<file path="config.mk">
export PLATFORM = sky130hd
export DESIGN_NAME = shbhp_top
export DESIGN_NICKNAME = d
export VERILOG_FILES = /design/src/hw/shbhp_pkg.sv /design/src/hw/shbhp_sync.sv /design/src/hw/shbhp_top.sv
export VERILOG_INCLUDE_DIRS = /design/src /design/src/hw
export SDC_FILE = /design/constraint.sdc
export NUM_CORES = 1
export LEC_CHECK = 0
export ABC_AREA = 1
export BUFFER_PORTS_ARGS = -buffer_cell sky130_fd_sc_hd__buf_2
export CAP_MARGIN = 20
export CORE_MARGIN = 8
export CORE_UTILIZATION = 40
export DETAILED_ROUTE_END_ITERATION = 10
export RECOVER_POWER = 50
export SYNTH_ARGS = -nofsm -noshare
export SYNTH_HDL_FRONTEND = slang
export SYNTH_HIERARCHICAL = 1
export SYNTH_SLANG_ARGS = --single-unit
</file>
<file path="constraint.sdc">
create_clock -name clk_i -period 1.68 [get_ports clk_i]
set_clock_uncertainty 0.1 [all_clocks]
set_input_delay 0.168 -clock clk_i [delete_from_list [all_inputs] [get_ports clk_i]]
set_output_delay 0.168 -clock clk_i [all_outputs]
set_load 0.05 [all_outputs]
</file>
<file path="src/hw/shbhp_regs.svh">
// Bit positions and reset values of the shared bus host port
`ifndef SHBHP_REGS_SVH
`define SHBHP_REGS_SVH
`define SHBHP_BUS_W 16
`define SHBHP_CMD_BIT 16
`define SHBHP_BE_MSB 15
`define SHBHP_BE_LSB 12
`define SHBHP_A16_MSB 10
`define SHBHP_A16_LSB 2
`define SHBHP_BYTE_MSB 7
`define SHBHP_A8HI_MSB 2
`define SHBHP_ADDR_W 11
`define SHBHP_PIN_RST 4'h7
`define SHBHP_ADDR_RST 11'h000
`define SHBHP_BE_RST 4'h0
`define SHBHP_DATA_RST 16'h0000
`define SHBHP_BE8_ONE 4'h1
`endif

</file>
<file path="src/hw/shbhp_pkg.sv">
// Types of the shared bus host port
package shbhp_pkg;
   typedef enum logic [1:0] {
      SHBHP_IDLE = 2'b00,
      SHBHP_WRITE = 2'b01,
      SHBHP_READ = 2'b11
   } shbhp_state_t;
endpackage : shbhp_pkg

</file>
<file path="src/hw/shbhp_sync.sv">
// Three-stage pin synchroniser with agreement filter
`timescale 1ns/1ps
module shbhp_sync #(
   parameter int WIDTH = 4,
   parameter logic [WIDTH-1:0] RST_VAL = '1
) (
   input wire logic clk_i,
   input wire logic rst_i,
   input wire logic [WIDTH-1:0] pin_i,
   output logic [WIDTH-1:0] stage_o,
   output logic [WIDTH-1:0] filt_o
);
   logic [WIDTH-1:0] s1;
   logic [WIDTH-1:0] s2;
   logic [WIDTH-1:0] s3;
   logic [WIDTH-1:0] filt;
   logic [WIDTH-1:0] next_filt;

   initial begin
      if (WIDTH < 1) $error("shbhp_sync: WIDTH must be at least 1");
   end

   // A bit moves only once the second and third stages agree
   always_comb begin
      for (int i = 0; i < WIDTH; i++) begin
         next_filt[i] = (s2[i] == s3[i]) ? s3[i] : filt[i];
      end
   end

   always_ff @(posedge clk_i) begin
      if (rst_i) begin
         s1 <= RST_VAL;
         s2 <= RST_VAL;
         s3 <= RST_VAL;
         filt <= RST_VAL;
      end else begin
         s1 <= pin_i;
         s2 <= s1;
         s3 <= s2;
         filt <= next_filt;
      end
   end

   assign stage_o = s3;
   assign filt_o = filt;
endmodule : shbhp_sync

</file>
<file path="src/hw/shbhp_top.sv">
// Shared bus host port: device end of the asynchronous parallel host bus
//
// Notes on behaviour
// - With command-type low a cycle carries data, on all sixteen lines in 16-bit mode or the low eight in 8-bit mode.
// - In 16-bit mode an address cycle takes address bits 10..2 from lines 10..2 and ignores lines 1 and 0.
// - In 16-bit mode an address cycle takes four byte-lane enables from lines 15..12 and ignores line 11.
// - In 8-bit mode the address comes in two writes, bits 7..0 first, then bits 10..8 on lines 2..0 with 7..3 ignored.
// - The interrupt output is pulled low while any interrupt status bit is set and released otherwise.
// - Reads are low pulses of the read strobe, treated as asynchronous to the device clock.
// - Address and data writes are low pulses of the write strobe, accepted asynchronously.
// - Strobes count only while chip select is held low.
// - Each byte-lane enable is active high and selects its byte of the double word.
`timescale 1ns/1ps
`include "shbhp_regs.svh"
module shbhp_top #(
   parameter int IRQ_W = 8
) (
   input wire logic clk_i,
   input wire logic rst_i,
   input wire logic bus_width_16_i,
   input wire logic cmd_i,
   input wire logic chip_select_n_i,
   input wire logic read_strobe_n_i,
   input wire logic write_strobe_n_i,
   input wire logic [`SHBHP_BUS_W-1:0] shared_bus_line_i,
   output logic [`SHBHP_BUS_W-1:0] shared_bus_line_o,
   output logic [`SHBHP_BUS_W-1:0] shared_bus_line_oe_o,
   output logic irq_out_n_o,
   output logic irq_out_n_oe_o,
   input wire logic [IRQ_W-1:0] irq_status_i,
   output logic [`SHBHP_ADDR_W-1:0] reg_addr_o,
   output logic [3:0] byte_lane_enable_o,
   output logic wr_req_o,
   output logic [`SHBHP_BUS_W-1:0] wr_data_o,
   output logic rd_req_o,
   input wire logic [`SHBHP_BUS_W-1:0] rd_data_i
);
   initial begin
      if (IRQ_W < 1) $error("shbhp_top: IRQ_W must be at least 1");
   end

   ////////////////////////////////////////////////////////////////////////////
   // Pin synchronisation
   logic [3:0] pin_stage;
   logic [3:0] pin_filt;
   logic mode16;
   logic cs_act;
   logic wr_act;
   logic rd_act;
   logic wr_low3;

   shbhp_sync #(.WIDTH(4), .RST_VAL(`SHBHP_PIN_RST)) u_sync (
      .clk_i(clk_i),
      .rst_i(rst_i),
      .pin_i({bus_width_16_i, chip_select_n_i, read_strobe_n_i, write_strobe_n_i}),
      .stage_o(pin_stage),
      .filt_o(pin_filt)
   );

   assign mode16 = pin_filt[3];
   assign cs_act = !pin_filt[2];
   assign rd_act = cs_act && !pin_filt[1];
   assign wr_act = cs_act && !pin_filt[0];
   assign wr_low3 = !pin_stage[2] && !pin_stage[0];

   ////////////////////////////////////////////////////////////////////////////
   // Bus sampling, delayed to line up with the third strobe stage
   logic [`SHBHP_CMD_BIT:0] bus_d1;
   logic [`SHBHP_CMD_BIT:0] bus_d2;
   logic [`SHBHP_CMD_BIT:0] bus_d3;
   logic [`SHBHP_CMD_BIT:0] bus_hold;
   logic [`SHBHP_CMD_BIT:0] next_bus_hold;

   // Keep the last sample taken while the strobe was still low, so a host
   // changing the lines right after release cannot corrupt the capture
   always_comb begin
      next_bus_hold = wr_low3 ? bus_d3 : bus_hold;
   end

   always_ff @(posedge clk_i) begin
      if (rst_i) begin
         bus_d1 <= '0;
         bus_d2 <= '0;
         bus_d3 <= '0;
         bus_hold <= '0;
      end else begin
         bus_d1 <= {cmd_i, shared_bus_line_i};
         bus_d2 <= bus_d1;
         bus_d3 <= bus_d2;
         bus_hold <= next_bus_hold;
      end
   end

   ////////////////////////////////////////////////////////////////////////////
   // Access control
   shbhp_pkg::shbhp_state_t state;
   shbhp_pkg::shbhp_state_t next_state;
   logic addr_phase;
   logic next_addr_phase;
   logic rd_ok;
   logic next_rd_ok;
   logic rd_load;
   logic next_rd_load;
   logic [`SHBHP_ADDR_W-1:0] next_reg_addr;
   logic [3:0] next_be;
   logic next_wr_req;
   logic [`SHBHP_BUS_W-1:0] next_wr_data;
   logic next_rd_req;
   logic [`SHBHP_BUS_W-1:0] next_bus_out;
   logic [`SHBHP_BUS_W-1:0] next_bus_oe;
   logic end_write;
   logic hold_cmd;

   assign end_write = (state == shbhp_pkg::SHBHP_WRITE) && !wr_act;
   assign hold_cmd = bus_hold[`SHBHP_CMD_BIT];

   always_comb begin
      next_state = state;
      next_addr_phase = addr_phase;
      next_rd_ok = rd_ok;
      next_rd_load = 1'b0;
      next_reg_addr = reg_addr_o;
      next_be = byte_lane_enable_o;
      next_wr_req = 1'b0;
      next_wr_data = wr_data_o;
      next_rd_req = 1'b0;
      next_bus_out = shared_bus_line_o;
      next_bus_oe = '0;
      case (state)
         shbhp_pkg::SHBHP_IDLE: begin
            if (wr_act) begin
               next_state = shbhp_pkg::SHBHP_WRITE;
            end else if (rd_act) begin
               next_state = shbhp_pkg::SHBHP_READ;
               // A read with command-type high carries no data
               next_rd_ok = !bus_d3[`SHBHP_CMD_BIT];
               next_rd_req = !bus_d3[`SHBHP_CMD_BIT];
               next_rd_load = !bus_d3[`SHBHP_CMD_BIT];
            end
         end
         shbhp_pkg::SHBHP_WRITE: begin
            if (!wr_act) begin
               next_state = shbhp_pkg::SHBHP_IDLE;
               if (!hold_cmd) begin
                  next_wr_req = 1'b1;
                  next_wr_data = mode16 ? bus_hold[`SHBHP_BUS_W-1:0] :
                     {8'h00, bus_hold[`SHBHP_BYTE_MSB:0]};
               end else if (mode16) begin
                  // Lines 11, 1 and 0 are dropped on purpose
                  next_reg_addr = {bus_hold[`SHBHP_A16_MSB:`SHBHP_A16_LSB], 2'b00};
                  next_be = bus_hold[`SHBHP_BE_MSB:`SHBHP_BE_LSB];
                  next_addr_phase = 1'b0;
               end else if (!addr_phase) begin
                  next_reg_addr = {reg_addr_o[`SHBHP_ADDR_W-1:8], bus_hold[`SHBHP_BYTE_MSB:0]};
                  next_be = 4'(`SHBHP_BE8_ONE << bus_hold[1:0]);
                  next_addr_phase = 1'b1;
               end else begin
                  next_reg_addr = {bus_hold[`SHBHP_A8HI_MSB:0], reg_addr_o[7:0]};
                  next_addr_phase = 1'b0;
               end
            end
         end
         shbhp_pkg::SHBHP_READ: begin
            if (rd_load) begin
               next_bus_out = rd_data_i;
            end
            if (!rd_act) begin
               next_state = shbhp_pkg::SHBHP_IDLE;
               next_rd_ok = 1'b0;
            end else if (rd_ok) begin
               // Upper lines stay undriven in 8-bit mode since the board ties them low
               next_bus_oe = mode16 ? 16'hFFFF : 16'h00FF;
            end
         end
         default: begin
            next_state = shbhp_pkg::SHBHP_IDLE;
         end
      endcase
   end

   always_ff @(posedge clk_i) begin
      if (rst_i) begin
         state <= shbhp_pkg::SHBHP_IDLE;
         addr_phase <= 1'b0;
         rd_ok <= 1'b0;
         rd_load <= 1'b0;
         reg_addr_o <= `SHBHP_ADDR_RST;
         byte_lane_enable_o <= `SHBHP_BE_RST;
         wr_req_o <= 1'b0;
         wr_data_o <= `SHBHP_DATA_RST;
         rd_req_o <= 1'b0;
         shared_bus_line_o <= `SHBHP_DATA_RST;
         shared_bus_line_oe_o <= '0;
      end else begin
         state <= next_state;
         addr_phase <= next_addr_phase;
         rd_ok <= next_rd_ok;
         rd_load <= next_rd_load;
         reg_addr_o <= next_reg_addr;
         byte_lane_enable_o <= next_be;
         wr_req_o <= next_wr_req;
         wr_data_o <= next_wr_data;
         rd_req_o <= next_rd_req;
         shared_bus_line_o <= next_bus_out;
         shared_bus_line_oe_o <= next_bus_oe;
      end
   end

   ////////////////////////////////////////////////////////////////////////////
   // Interrupt pin, open drain: only ever drives low
   logic irq_drive;
   logic next_irq_drive;

   always_comb begin
      next_irq_drive = |irq_status_i;
   end

   always_ff @(posedge clk_i) begin
      if (rst_i) begin
         irq_drive <= 1'b0;
      end else begin
         irq_drive <= next_irq_drive;
      end
   end

   assign irq_out_n_o = 1'b0;
   assign irq_out_n_oe_o = irq_drive;

   ////////////////////////////////////////////////////////////////////////////
   // Checks
   AST_IRQ_SET: assert property (@(posedge clk_i) disable iff (rst_i)
      (|irq_status_i) |=> irq_out_n_oe_o && !irq_out_n_o)
      else $error("interrupt pin not pulled low while status set");

   AST_IRQ_CLR: assert property (@(posedge clk_i) disable iff (rst_i)
      !(|irq_status_i) |=> !irq_out_n_oe_o)
      else $error("interrupt pin driven with no status set");

   AST_WR_DATA: assert property (@(posedge clk_i) disable iff (rst_i)
      (end_write && !hold_cmd && !mode16) |=> wr_req_o && wr_data_o == {8'h00, $past(bus_hold[7:0])})
      else $error("8-bit data write wrong");

   AST_ADDR16: assert property (@(posedge clk_i) disable iff (rst_i)
      (end_write && hold_cmd && mode16) |=>
         reg_addr_o == {$past(bus_hold[10:2]), 2'b00} && !wr_req_o)
      else $error("16-bit address capture wrong");

   AST_BE16: assert property (@(posedge clk_i) disable iff (rst_i)
      (end_write && hold_cmd && mode16) |=> byte_lane_enable_o == $past(bus_hold[15:12]))
      else $error("byte-lane enables not taken from lines 15..12");

   AST_ADDR8_TWO: assert property (@(posedge clk_i) disable iff (rst_i)
      (end_write && hold_cmd && !mode16 && addr_phase) |=>
         reg_addr_o[10:8] == $past(bus_hold[2:0]) && !addr_phase && $stable(reg_addr_o[7:0]))
      else $error("8-bit second address write wrong");

   AST_RD_PULSE: assert property (@(posedge clk_i) disable iff (rst_i)
      rd_req_o |-> state == shbhp_pkg::SHBHP_READ ##1 !rd_req_o)
      else $error("read request not a single pulse inside a read");

   AST_CS_GATE: assert property (@(posedge clk_i) disable iff (rst_i)
      (state == shbhp_pkg::SHBHP_IDLE && !cs_act) |=> !wr_req_o && !rd_req_o && state == shbhp_pkg::SHBHP_IDLE)
      else $error("access started without chip select");

   AST_OE_READ: assert property (@(posedge clk_i) disable iff (rst_i)
      (|shared_bus_line_oe_o) |-> $past(rd_act) && rd_ok && (mode16 || shared_bus_line_oe_o[15:8] == 8'h00))
      else $error("bus driven outside a data read");

   AST_WR_AT_RELEASE: assert property (@(posedge clk_i) disable iff (rst_i)
      $rose(wr_req_o) |-> $past(state) == shbhp_pkg::SHBHP_WRITE && !$past(wr_act))
      else $error("write request not at strobe release");
endmodule : shbhp_top

</file>
==> results of run 1 <==
## registers in the layout, summed over array words and instances (netlist names), 11 cells and up
register / cells
bus_d2: 17
wr_data_o: 16
reg_addr_o: 11
bus_hold: 17
bus_d3: 17
bus_d1: 17
shared_bus_line_o: 16
## cell type report
type | instances | area, µm² | area share
Multi-Input combinational cell | 349 | 1667 | 0.2460
Sequential cell | 140 | 2804 | 0.4139
Clock buffer | 21 | 480.5 | 0.07091
Inverter | 95 | 361.6 | 0.05337
Tap cell | 172 | 215.2 | 0.03176
Timing Repair Buffer | 162 | 1036 | 0.1529
Clock inverter | 11 | 211.5 | 0.03121
## synthesized netlist by cell type, drive strengths merged
master	number	share of area
and2	1	0.0012
buf	32	0.050
a21oi	34	0.041
dfxtp	140	0.55
nor2	156	0.13
nor4	1	0.0012
nand4	1	0.0012
o21bai	1	0.0037
conb	1	0.00073
nand2	86	0.069
or2	6	0.0073
inv	95	0.071
o21ai	37	0.036
nor3	2	0.0020
nand3	23	0.035
clkbuf	9	0.0066
## critical path: cells and delay by family
| kind | cells | cell delay [ns] |
|---|---|---|
| AND/OR/NAND/NOR | 3 | 0.30 |
| buffers and inverters | 3 | 1.24 |
## what timing repair did
action                                  4_1_cts  5_1_grt
gates resized for setup                       0        1
hold endpoints to repair                     38        0
endpoints found under the setup margin        0        1
hold buffers                                 45        0
setup buffers                                 0        0
## stage by stage
| step | cell area (µm²) | worst slack [ns] | instances | utilization | power (W) |
|---|---|---|---|---|---|
| final | 6775 | 0.1621 | 950 | 0.5391 | 0.007974 |
| after global routing | 6775 | 0.08775 | 950 | 0.5391 | 0.008248 |
| after CTS | 6819 | 0.03864 | 950 | 0.5426 | 0.008059 |
| after detailed placement | 5677 | 0.2472 | 873 | 0.4517 | 0.003686 |
| after global placement | 5677 | 0.3097 | 873 | 0.4517 | 0.003682 |
| after floorplan | 5126 | 0.1425 | 625 | - | 0.003600 |
## how the worst max path moves through the flow
stage | start | to | slack, ns | cells past startpoint
6_report | irq_status_i[6] | irq_out_n_oe_o | 0.16 | 6
5_1_grt | state[1] | shared_bus_line_o[8] | 0.09 | 5
4_1_cts | rd_load | rd_req_o | 0.04 | 1
3_5_place_dp | state[0] | shared_bus_line_o[8] | 0.25 | 5
3_3_place_gp | state[0] | shared_bus_line_o[12] | 0.31 | 5
2_1_floorplan | rd_load | shared_bus_line_o[6] | 0.14 | 4
## metal layers
metal,up-vias,GRT usage
met5,-,0
met4,0,0.07326
met3,11,0.04355
met2,117,0.2123
met1,1729,0.1559
li1,2155,-
## where the power goes
part | leakage, nW | internal, W | switching [W]
sequential | 1.14 | 0.00339 | 0.0000187
combinational | 1.63 | 0.000154 | 0.000137
clock | 0.339 | 0.00294 | 0.00134
total | 3.11 | 0.00647 | 0.00150
## cells by family after synthesis
kind of cell	after synthesis
compound gates	72
buf+inv	136
flops	140
other cells	1
simple gates	276
==> results.py, run 1 <==
metrics = {
    "timing": {
        "fmax_mhz": 658.8,
        "tns_ns": 0,
        "period_needed_ns": 1.518,
        "finalSetupViolations": 0,
        "slew_headroom": 0.5825,
        "tightest_slew_ns": 0.6290,
        "whs_ns": 0.1621,
        "finalHoldViolations": 0,
        "finalMaxSlewViolations": 0,
        "grt_setup_unrepaired": "no",
        "post-route-period-util": 0.9035,
    },
    "synthesis": {
        "synth_fp_nets": 672,
        "synth-seq-cells": 140,
        "synth-compound-area-share": 0.08030,
        "synth_seq_area_share": 0.5467,
        "yosys.area_share.adder": 0,
        "yosys.cell_types.count": 32,
        "synth_xor_area_frac": 0,
        "synthesis.area_um2": 5126,
        "yosys_warnings": 6,
        "syn_inst": 625,
        "synth_simple_gate_area_frac": 0.2455,
        "synth_top_family_by_area": "simple AND/OR/NAND/NOR gates",
        "postSynthAreaPerCell_um2": 8.202,
        "synth_mux_area_frac": 0,
    },
    "floorplan": {
        "die_h_um": 129.2,
        "core_um2": 12570,
        "die_area_um2": 16690,
        "die_x_um": 129.2,
        "ios": 114,
        "start_util": 0.4079,
        "num_rows": 41,
    },
    "drt": {
        "dr.first_iter.drc_count": 193,
        "ant_nets": 0,
        "vias_per_cell": 4.223,
        "firstDrtPassIters": 4,
        "met1_length_um": 4928,
        "drcViolationCount": 0,
        "wire_per_inst_um": 11.18,
        "wl_met2_um": 4807,
        "vias": 4012,
        "wl_um": 10620,
        "highest_layer": "met4",
        "met3WireLength_um": 747,
    },
    "hold_path": {
        "min-delay-start": "rst_i",
        "holdCritPathClass": "in -> reg",
        "min_to": "bus_d1[16]",
        "whs_path_depth": 3,
    },
    "worst_setup_path": {
        "r2r_end": "shared_bus_line_o[8]",
        "arrival_ns": 1.72,
        "worstPathMaxFanout": 1,
        "path_cells": "dlygate4sd3_1 > buf_2 > nor2_1 > dlygate4sd3_1 > nand4_1 > and2_1",
        "crit_required_ns": 1.88,
        "reg2reg_from": "state[0]",
        "r2r_cells": 5,
        "timing.critical_path.mode_cell": "dlygate4sd3_1",
        "slowest_stage": "dlygate4sd3_1",
        "cpPeakStageDelay_ns": 0.56,
        "critical_path_class": "in -> reg",
        "cp-end-kind": "register",
        "r2r_slack_ns": 0.21,
        "startpoint_type": "input pin",
    },
    "cts": {
        "cts_root_buf": "clkbuf_16",
        "tritoncts": "done",
        "clock-sinks": 140,
        "clockBufferDepth": 2,
        "clk_latency_ns": 0.42,
        "cts_buffers": 17,
        "htreeDepth": 4,
        "clk_pin_slew_ns": 0.05,
    },
    "layout": {
        "syn_to_final_growth_pct": 32.17,
        "diodes": 0,
        "fill_cells": 1178,
        "layout_common_cells": "139 x dfxtp_1, 135 x nor2_1, 87 x inv_1, 85 x buf_2, 79 x nand2_1",
        "final_nets": 812,
        "layout_commonest_cell": "dfxtp_1",
        "layout-drive-gt1-share": 0.2314,
    },
    "status": {
        "outcome": "complete, no violations",
    },
    "placement": {
        "dp.final_hpwl_um": 7070,
        "io_buffers": 112,
        "gp_congestion": 0.8148,
    },
    "global_route": {
        "grt-ovfl-total": 0,
        "grt_pass1_vias": 3971,
        "grtUsageTotal": 0.1333,
        "antenna_found_initial": 0,
        "grt_pass1_wl_um": 17910,
        "grt_max_degree": 88,
    },
    "power": {
        "ir_drop_mv": 0.6347,
        "p_leak_nw": 3.113,
        "power_density_nw_per_um2": 1177,
    },
    "job": {
        "maxCapViolCount": 0,
    },
}
Power figures use the tool's default switching activity.
==> run 2, diff against run 1 <==
ABC_CLOCK_PERIOD_IN_PS = 1400   (was not set)
clock period = 1.4 ns   (was 1.68 ns; I/O delays follow)
==> run 2 against run 1 <==
Combinational power increased by 20%. Clock power grew 11%. Cell count increased by 0.95%. Non-clock buffer count is 7 higher. Total power rose by 15%. Count of clock-buffer cells in the layout up 1. Critical path depth is 5 lower. Critical path type is now reg -> out.
==> results.py, run 2 (synthesis gave the netlist of run 1 again) <==
metrics = {
    "cts": {
        "htreeDepth": 4,
        "tritoncts": "done",
        "clockBufferDepth": 2,
        "cts_buffers": 17,
        "cts_root_buf": "clkbuf_16",
        "clk_latency_ns": 0.40,
        "clock-sinks": 140,
        "clk_pin_slew_ns": 0.06,
    },
    "layout": {
        "fill_cells": 1177,
        "fin_area_um2": 6895,
        "diodes": 0,
        "layout_commonest_cell": "dfxtp_1",
        "instances_no_fill": 959,
        "syn_to_final_growth_pct": 34.51,
        "layout-drive-gt1-share": 0.2783,
        "layout_common_cells": "136 x dfxtp_1, 131 x nor2_1, 92 x buf_2, 87 x inv_1, 79 x nand2_1",
        "final_nets": 822,
    },
    "floorplan": {
        "die_h_um": 129.2,
        "die_x_um": 129.2,
        "num_rows": 41,
        "start_util": 0.4079,
        "ios": 114,
        "die_area_um2": 16690,
        "core_um2": 12570,
    },
    "drt": {
        "vias": 4036,
        "drcViolationCount": 0,
        "firstDrtPassIters": 4,
        "vias_per_cell": 4.209,
        "wl_um": 10760,
        "dr.first_iter.drc_count": 256,
        "ant_nets": 0,
        "wire_per_inst_um": 11.21,
    },
    "timing": {
        "tns_ns": 0,
        "setup_ws_ns": 0.06003,
        "finalSetupViolations": 0,
        "post-route-period-util": 0.9571,
        "fmax_mhz": 746.3,
        "finalHoldViolations": 0,
        "period_needed_ns": 1.340,
        "grt_setup_unrepaired": "yes",
        "finalMaxSlewViolations": 0,
    },
    "global_route": {
        "grt_pass1_vias": 3883,
        "antenna_found_initial": 0,
        "grtUsageMet2": 0.2120,
        "met3_usage": 0.03615,
        "grt_max_degree": 63,
        "grt.met1_usage": 0.1558,
        "grt_pass1_wl_um": 17650,
        "grt-ovfl-total": 0,
        "grtUsageTotal": 0.1308,
        "top_usage_layer": "met2",
    },
    "worst_setup_path": {
        "crit_required_ns": 1.16,
        "crit_path_start": "shared_bus_line_oe_o[14]",
        "cpPeakStageDelay_ns": 0.40,
        "path_cells": "buf_2",
        "worstPathMaxFanout": 8,
        "slowest_stage": "dfxtp_1",
        "arrival_ns": 1.10,
        "startpoint_type": "register",
        "reg2reg_from": "u_sync/filt_o[2]",
        "cp-end-kind": "output pin",
        "critPathTopFamily": "flip-flops",
        "critical_path_buf_inv_count": 1,
        "critical_path_class": "reg -> out",
    },
    "power": {
        "seqPwrFrac": 0.445,
        "ir_drop_mv": 0.7281,
        "p_int_w": 0.007417,
        "switching_power_w": 0.001766,
        "power_density_nw_per_um2": 1332,
        "swShare": 0.1923,
        "pwr-share-clk": 0.517,
        "power_w": 0.009183,
        "p_comb_frac": 0.038,
        "p_leak_nw": 3.228,
    },
    "hold_path": {
        "holdCritPathClass": "reg -> reg",
        "min-delay-start": "bus_d1[16]",
    },
    "status": {
        "outcome": "complete, no violations",
    },
    "placement": {
        "dp.final_hpwl_um": 7283,
        "pre_cts_slack_ns": 0.02228,
        "gp_congestion": 0.8016,
        "place_inst": 877,
        "io_buffers": 112,
        "dpl_cell_area_um2": 5708,
    },
    "job": {
        "maxCapViolCount": 0,
    },
}
[run 2: cell count changes in the layout (fill, tap and decap cells not counted), moves of 3 or more]
cell / delta
clkinvlp_4: +3
clkbuf_1: -26
clkbuf_4: +12
nor2_4: +3
dfxtp_1: -3
buf_4: +4
nor2_1: -4
clkbuf_2: +9
buf_2: +7
[run 2: path summary, 6_finish.rpt]
| check | to | slack [ns] | depth (start not counted) |
|---|---|---|---|
| hold reg to reg | bus_d2[16] | 0.29 | 2 |
| setup reg to reg | reg_addr_o[7] | 0.09 | 7 |
| hold / removal | bus_d2[16] | 0.29 | 2 |
| setup / recovery | shared_bus_line_oe_o[9] | 0.06 | 1 |
[run 2: timing repair]
item | 4_1_cts | 5_1_grt
endpoints found under the setup margin | 9 | 40
hold endpoints to repair | 39 | 0
gates cloned | 0 | 3
hold buffers | 46 | 0
gates resized for setup | 1 | 23
pin swaps | 0 | 2
buffers inserted | 0 | 2
[run 2: layer usage]
metal  vias up  share of wire
li1       2170              -
met1      1737           0.45
met2       116           0.47
met3        13          0.066
met4         0          0.014
met5         -              0
[run 2: final cells by class]
class,instances,area [µm²],area share
Multi-Input combinational cell,350,1695,0.2459
Timing Repair inverter,2,12.51,0.001815
Inverter,95,364.1,0.05280
Sequential cell,140,2810,0.4075
Clock inverter,9,157.7,0.02286
Timing Repair Buffer,169,1156,0.1677
Clock buffer,22,484.2,0.07022
Tap cell,172,215.2,0.03121
[run 2: worst min-delay path, cell delays in order (launching register included)]
cell and delay, ns:
dfxtp_1 0.29, inv_1 0.04, nor2_1 0.03
[run 2: stage by stage]
stage / hold slack (ns) / util
floorplan: 0.1319 / -
global placement: 0.2227 / 0.4542
detailed placement: 0.2225 / 0.4542
CTS: 0.2976 / 0.5421
global route: 0.3184 / 0.5486
finish: 0.2949 / 0.5486
[run 2: power groups by stage]
stage / sequential [W] / combinational [W] / clock, W
floorplan: 0.00417 / 0.000149 / 0
global placement: 0.00417 / 0.000247 / 0
detailed placement: 0.00417 / 0.000253 / 0
CTS: 0.00408 / 0.000352 / 0.00486
global route: 0.00409 / 0.000393 / 0.00503
finish: 0.00408 / 0.000348 / 0.00475
==> run 3, diff against run 2 <==
SYNTH_HIERARCHICAL = not set   (was 1)
==> run 3 against run 2 <==
Total power down 4.8%. Wire length rose by 0.18%. Utilization rose by 0.054 points. Clock power is 9.3% lower. Sequential power barely moved. Largest power group unchanged. Sequential share of layout area up 1.8 points. First-iteration DRC count increased by 5.5%.
==> results.py, run 3 <==
metrics = {
    "worst_setup_path": {
        "r2r_slack_ns": 0.09,
        "r2r_end": "wr_data_o[1]",
        "startpoint_type": "input pin",
        "critical_path_class": "in -> reg",
        "reg2reg_from": "u_sync.filt_o[2]",
        "cp-end-kind": "register",
        "arrival_ns": 1.59,
        "crit_required_ns": 1.60,
        "r2r_cells": 6,
        "worstPathMaxFanout": 1,
    },
    "timing": {
        "setup_ws_ns": 0.01820,
        "tightest_slew_ns": 0.9022,
        "post-route-period-util": 0.9870,
        "grt_setup_unrepaired": "yes",
        "tns_ns": 0,
        "period_needed_ns": 1.382,
        "slew_headroom": 0.3985,
        "finalSetupViolations": 0,
        "finalHoldViolations": 0,
        "finalMaxSlewViolations": 0,
        "fmax_mhz": 723.7,
    },
    "hold_path": {
        "holdCritPathClass": "in -> reg",
        "min_to": "bus_d3[16]",
        "min-delay-start": "rst_i",
        "whs_path_depth": 3,
    },
    "placement": {
        "dp.final_hpwl_um": 7169,
        "gp_congestion": 0.7535,
        "pre_cts_slack_ns": 0.04179,
        "io_buffers": 112,
    },
    "cts": {
        "clock-sinks": 140,
        "clockBufferDepth": 2,
        "tritoncts": "done",
        "cts_root_buf": "clkbuf_16",
        "cts_buffers": 17,
        "postCtsSetupRepairBufs": 0,
        "htreeDepth": 4,
        "clk_latency_ns": 0.41,
        "clk_pin_slew_ns": 0.06,
    },
    "synthesis": {
        "synth-seq-cells": 140,
        "syn_inst": 616,
        "yosys_warnings": 0,
        "yosys.cell_types.count": 25,
        "synthesis.area_um2": 4912,
        "synth_edf_count": 0,
        "synth.most_common_cell": "nor2_1",
        "async_flop_share": 0,
        "synth_top_area_share": 0.5706,
        "postSynthAreaPerCell_um2": 7.974,
        "yosysTopAreaCell": "dfxtp_1",
        "synth_seq_area_share": 0.5706,
        "ys.flop_type": "dfxtp_1",
        "synth_common_cells": "146 x nor2_1, 140 x dfxtp_1, 85 x inv_1, 76 x nand2_1, 39 x a21oi_1",
        "synth_fp_nets": 663,
        "synthTopCellsByArea": "dfxtp_1 57%, nor2_1 11%, inv_1 6.5%",
    },
    "global_route": {
        "grt.met1_usage": 0.1610,
        "met3_usage": 0.05279,
        "antenna_found_initial": 0,
        "grt_pass1_wl_um": 17770,
        "grtUsageMet2": 0.2109,
        "grt_max_degree": 52,
        "grt_pass1_vias": 3848,
        "top_usage_layer": "met2",
        "grtUsageTotal": 0.1360,
        "grt-ovfl-total": 0,
    },
    "layout": {
        "layout-drive-gt1-share": 0.2407,
        "final_nets": 811,
        "layout_common_cells": "143 x nor2_1, 136 x dfxtp_1, 94 x buf_2, 82 x inv_1, 76 x nand2_1",
        "syn_to_final_growth_pct": 34.28,
        "fill_cells": 1098,
        "diodes": 0,
        "layout_commonest_cell": "nor2_1",
    },
    "status": {
        "outcome": "complete, no violations",
    },
    "drt": {
        "firstDrtPassIters": 5,
        "drcViolationCount": 0,
        "vias": 3979,
        "wl_um": 10770,
        "dr.first_iter.drc_count": 270,
        "wire_per_inst_um": 11.66,
        "vias_per_cell": 4.306,
        "ant_nets": 0,
    },
    "floorplan": {
        "die_x_um": 126.8,
        "die_area_um2": 16080,
        "die_h_um": 126.8,
        "core_um2": 12010,
        "ios": 114,
        "num_rows": 40,
        "start_util": 0.4090,
    },
    "job": {
        "maxCapViolCount": 0,
    },
    "power": {
        "p_leak_nw": 3.101,
        "power_density_nw_per_um2": 1325,
        "ir_drop_mv": 0.7114,
    },
}
-- run 3: cell type report --
class                           count  area [µm²]  area share
Multi-Input combinational cell    345        1521      0.2307
Clock inverter                     14       146.4     0.02219
Clock buffer                       18       439.2     0.06658
Sequential cell                   140        2808      0.4256
Timing Repair inverter              3       20.02    0.003035
Timing Repair Buffer              169        1137      0.1724
Tap cell                          147       183.9     0.02788
Inverter                           88       340.3     0.05159
-- run 3: worst max path at each step --
stage | startpoint | end | slack, ns | cells past startpoint
after floorplan | rd_load | shared_bus_line_o[10] | 0.02 | 5
after global placement | u_sync.filt_o[2] | wr_data_o[5] | 0.08 | 6
after detailed placement | u_sync.filt_o[2] | wr_data_o[2] | 0.04 | 6
after CTS | shared_bus_line_oe_o[7] | shared_bus_line_oe_o[4] | 0.005 | 1
after global routing | shared_bus_line_oe_o[7] | shared_bus_line_oe_o[6] | -0.04 | 1
final | read_strobe_n_i | u_sync.s1[1] | 0.02 | 4
-- run 3: metrics by stage --
step           cell area [µm²]    util  total power [W]  std cells  hold slack, ns
2_1_floorplan             4913       -         0.004310        616          0.1438
3_3_place_gp              5485  0.4567         0.004401        842          0.2270
3_5_place_dp              5485  0.4567         0.004407        842          0.2284
4_1_cts                   6541  0.5446         0.008840        921         0.06774
5_1_grt                   6596  0.5492         0.009053        924          0.1586
6_report                  6596  0.5492         0.008739        924          0.1338
-- run 3: kinds of logic after synthesis --
kind of cell | count (synthesis) | share of synthesized area
AOI/OAI and AO/OA | 77 | 0.07896
and+or+nand+nor | 267 | 0.2264
other | 1 | 0.0007634
DFF | 140 | 0.5706
buffers and inverters | 131 | 0.1233
-- run 3: report_power, final --
part,internal [W],switching [W],leakage (nW)
registers,0.00406,0.0000223,1.14
logic,0.000185,0.000156,1.68
clock network,0.00266,0.00165,0.282
-- run 3: worst max-delay path, stage by stage --
cell           delay (ns)
dlygate4sd3_1        0.52
buf_2                0.12
or2_2                0.26
dlygate4sd3_1        0.55
-- run 3: routing by layer --
layer  share of wire  wire length, µm
met1            0.47             5014
met2            0.46             4905
met3           0.058              627
met4           0.021              226
met5               0                0
-- run 3: repair_timing --
action                                  4_1_cts  5_1_grt
resized for setup                             0       24
hold buffers                                 47        0
endpoints found under the hold margin        39        0
endpoints found under the setup margin        0       39
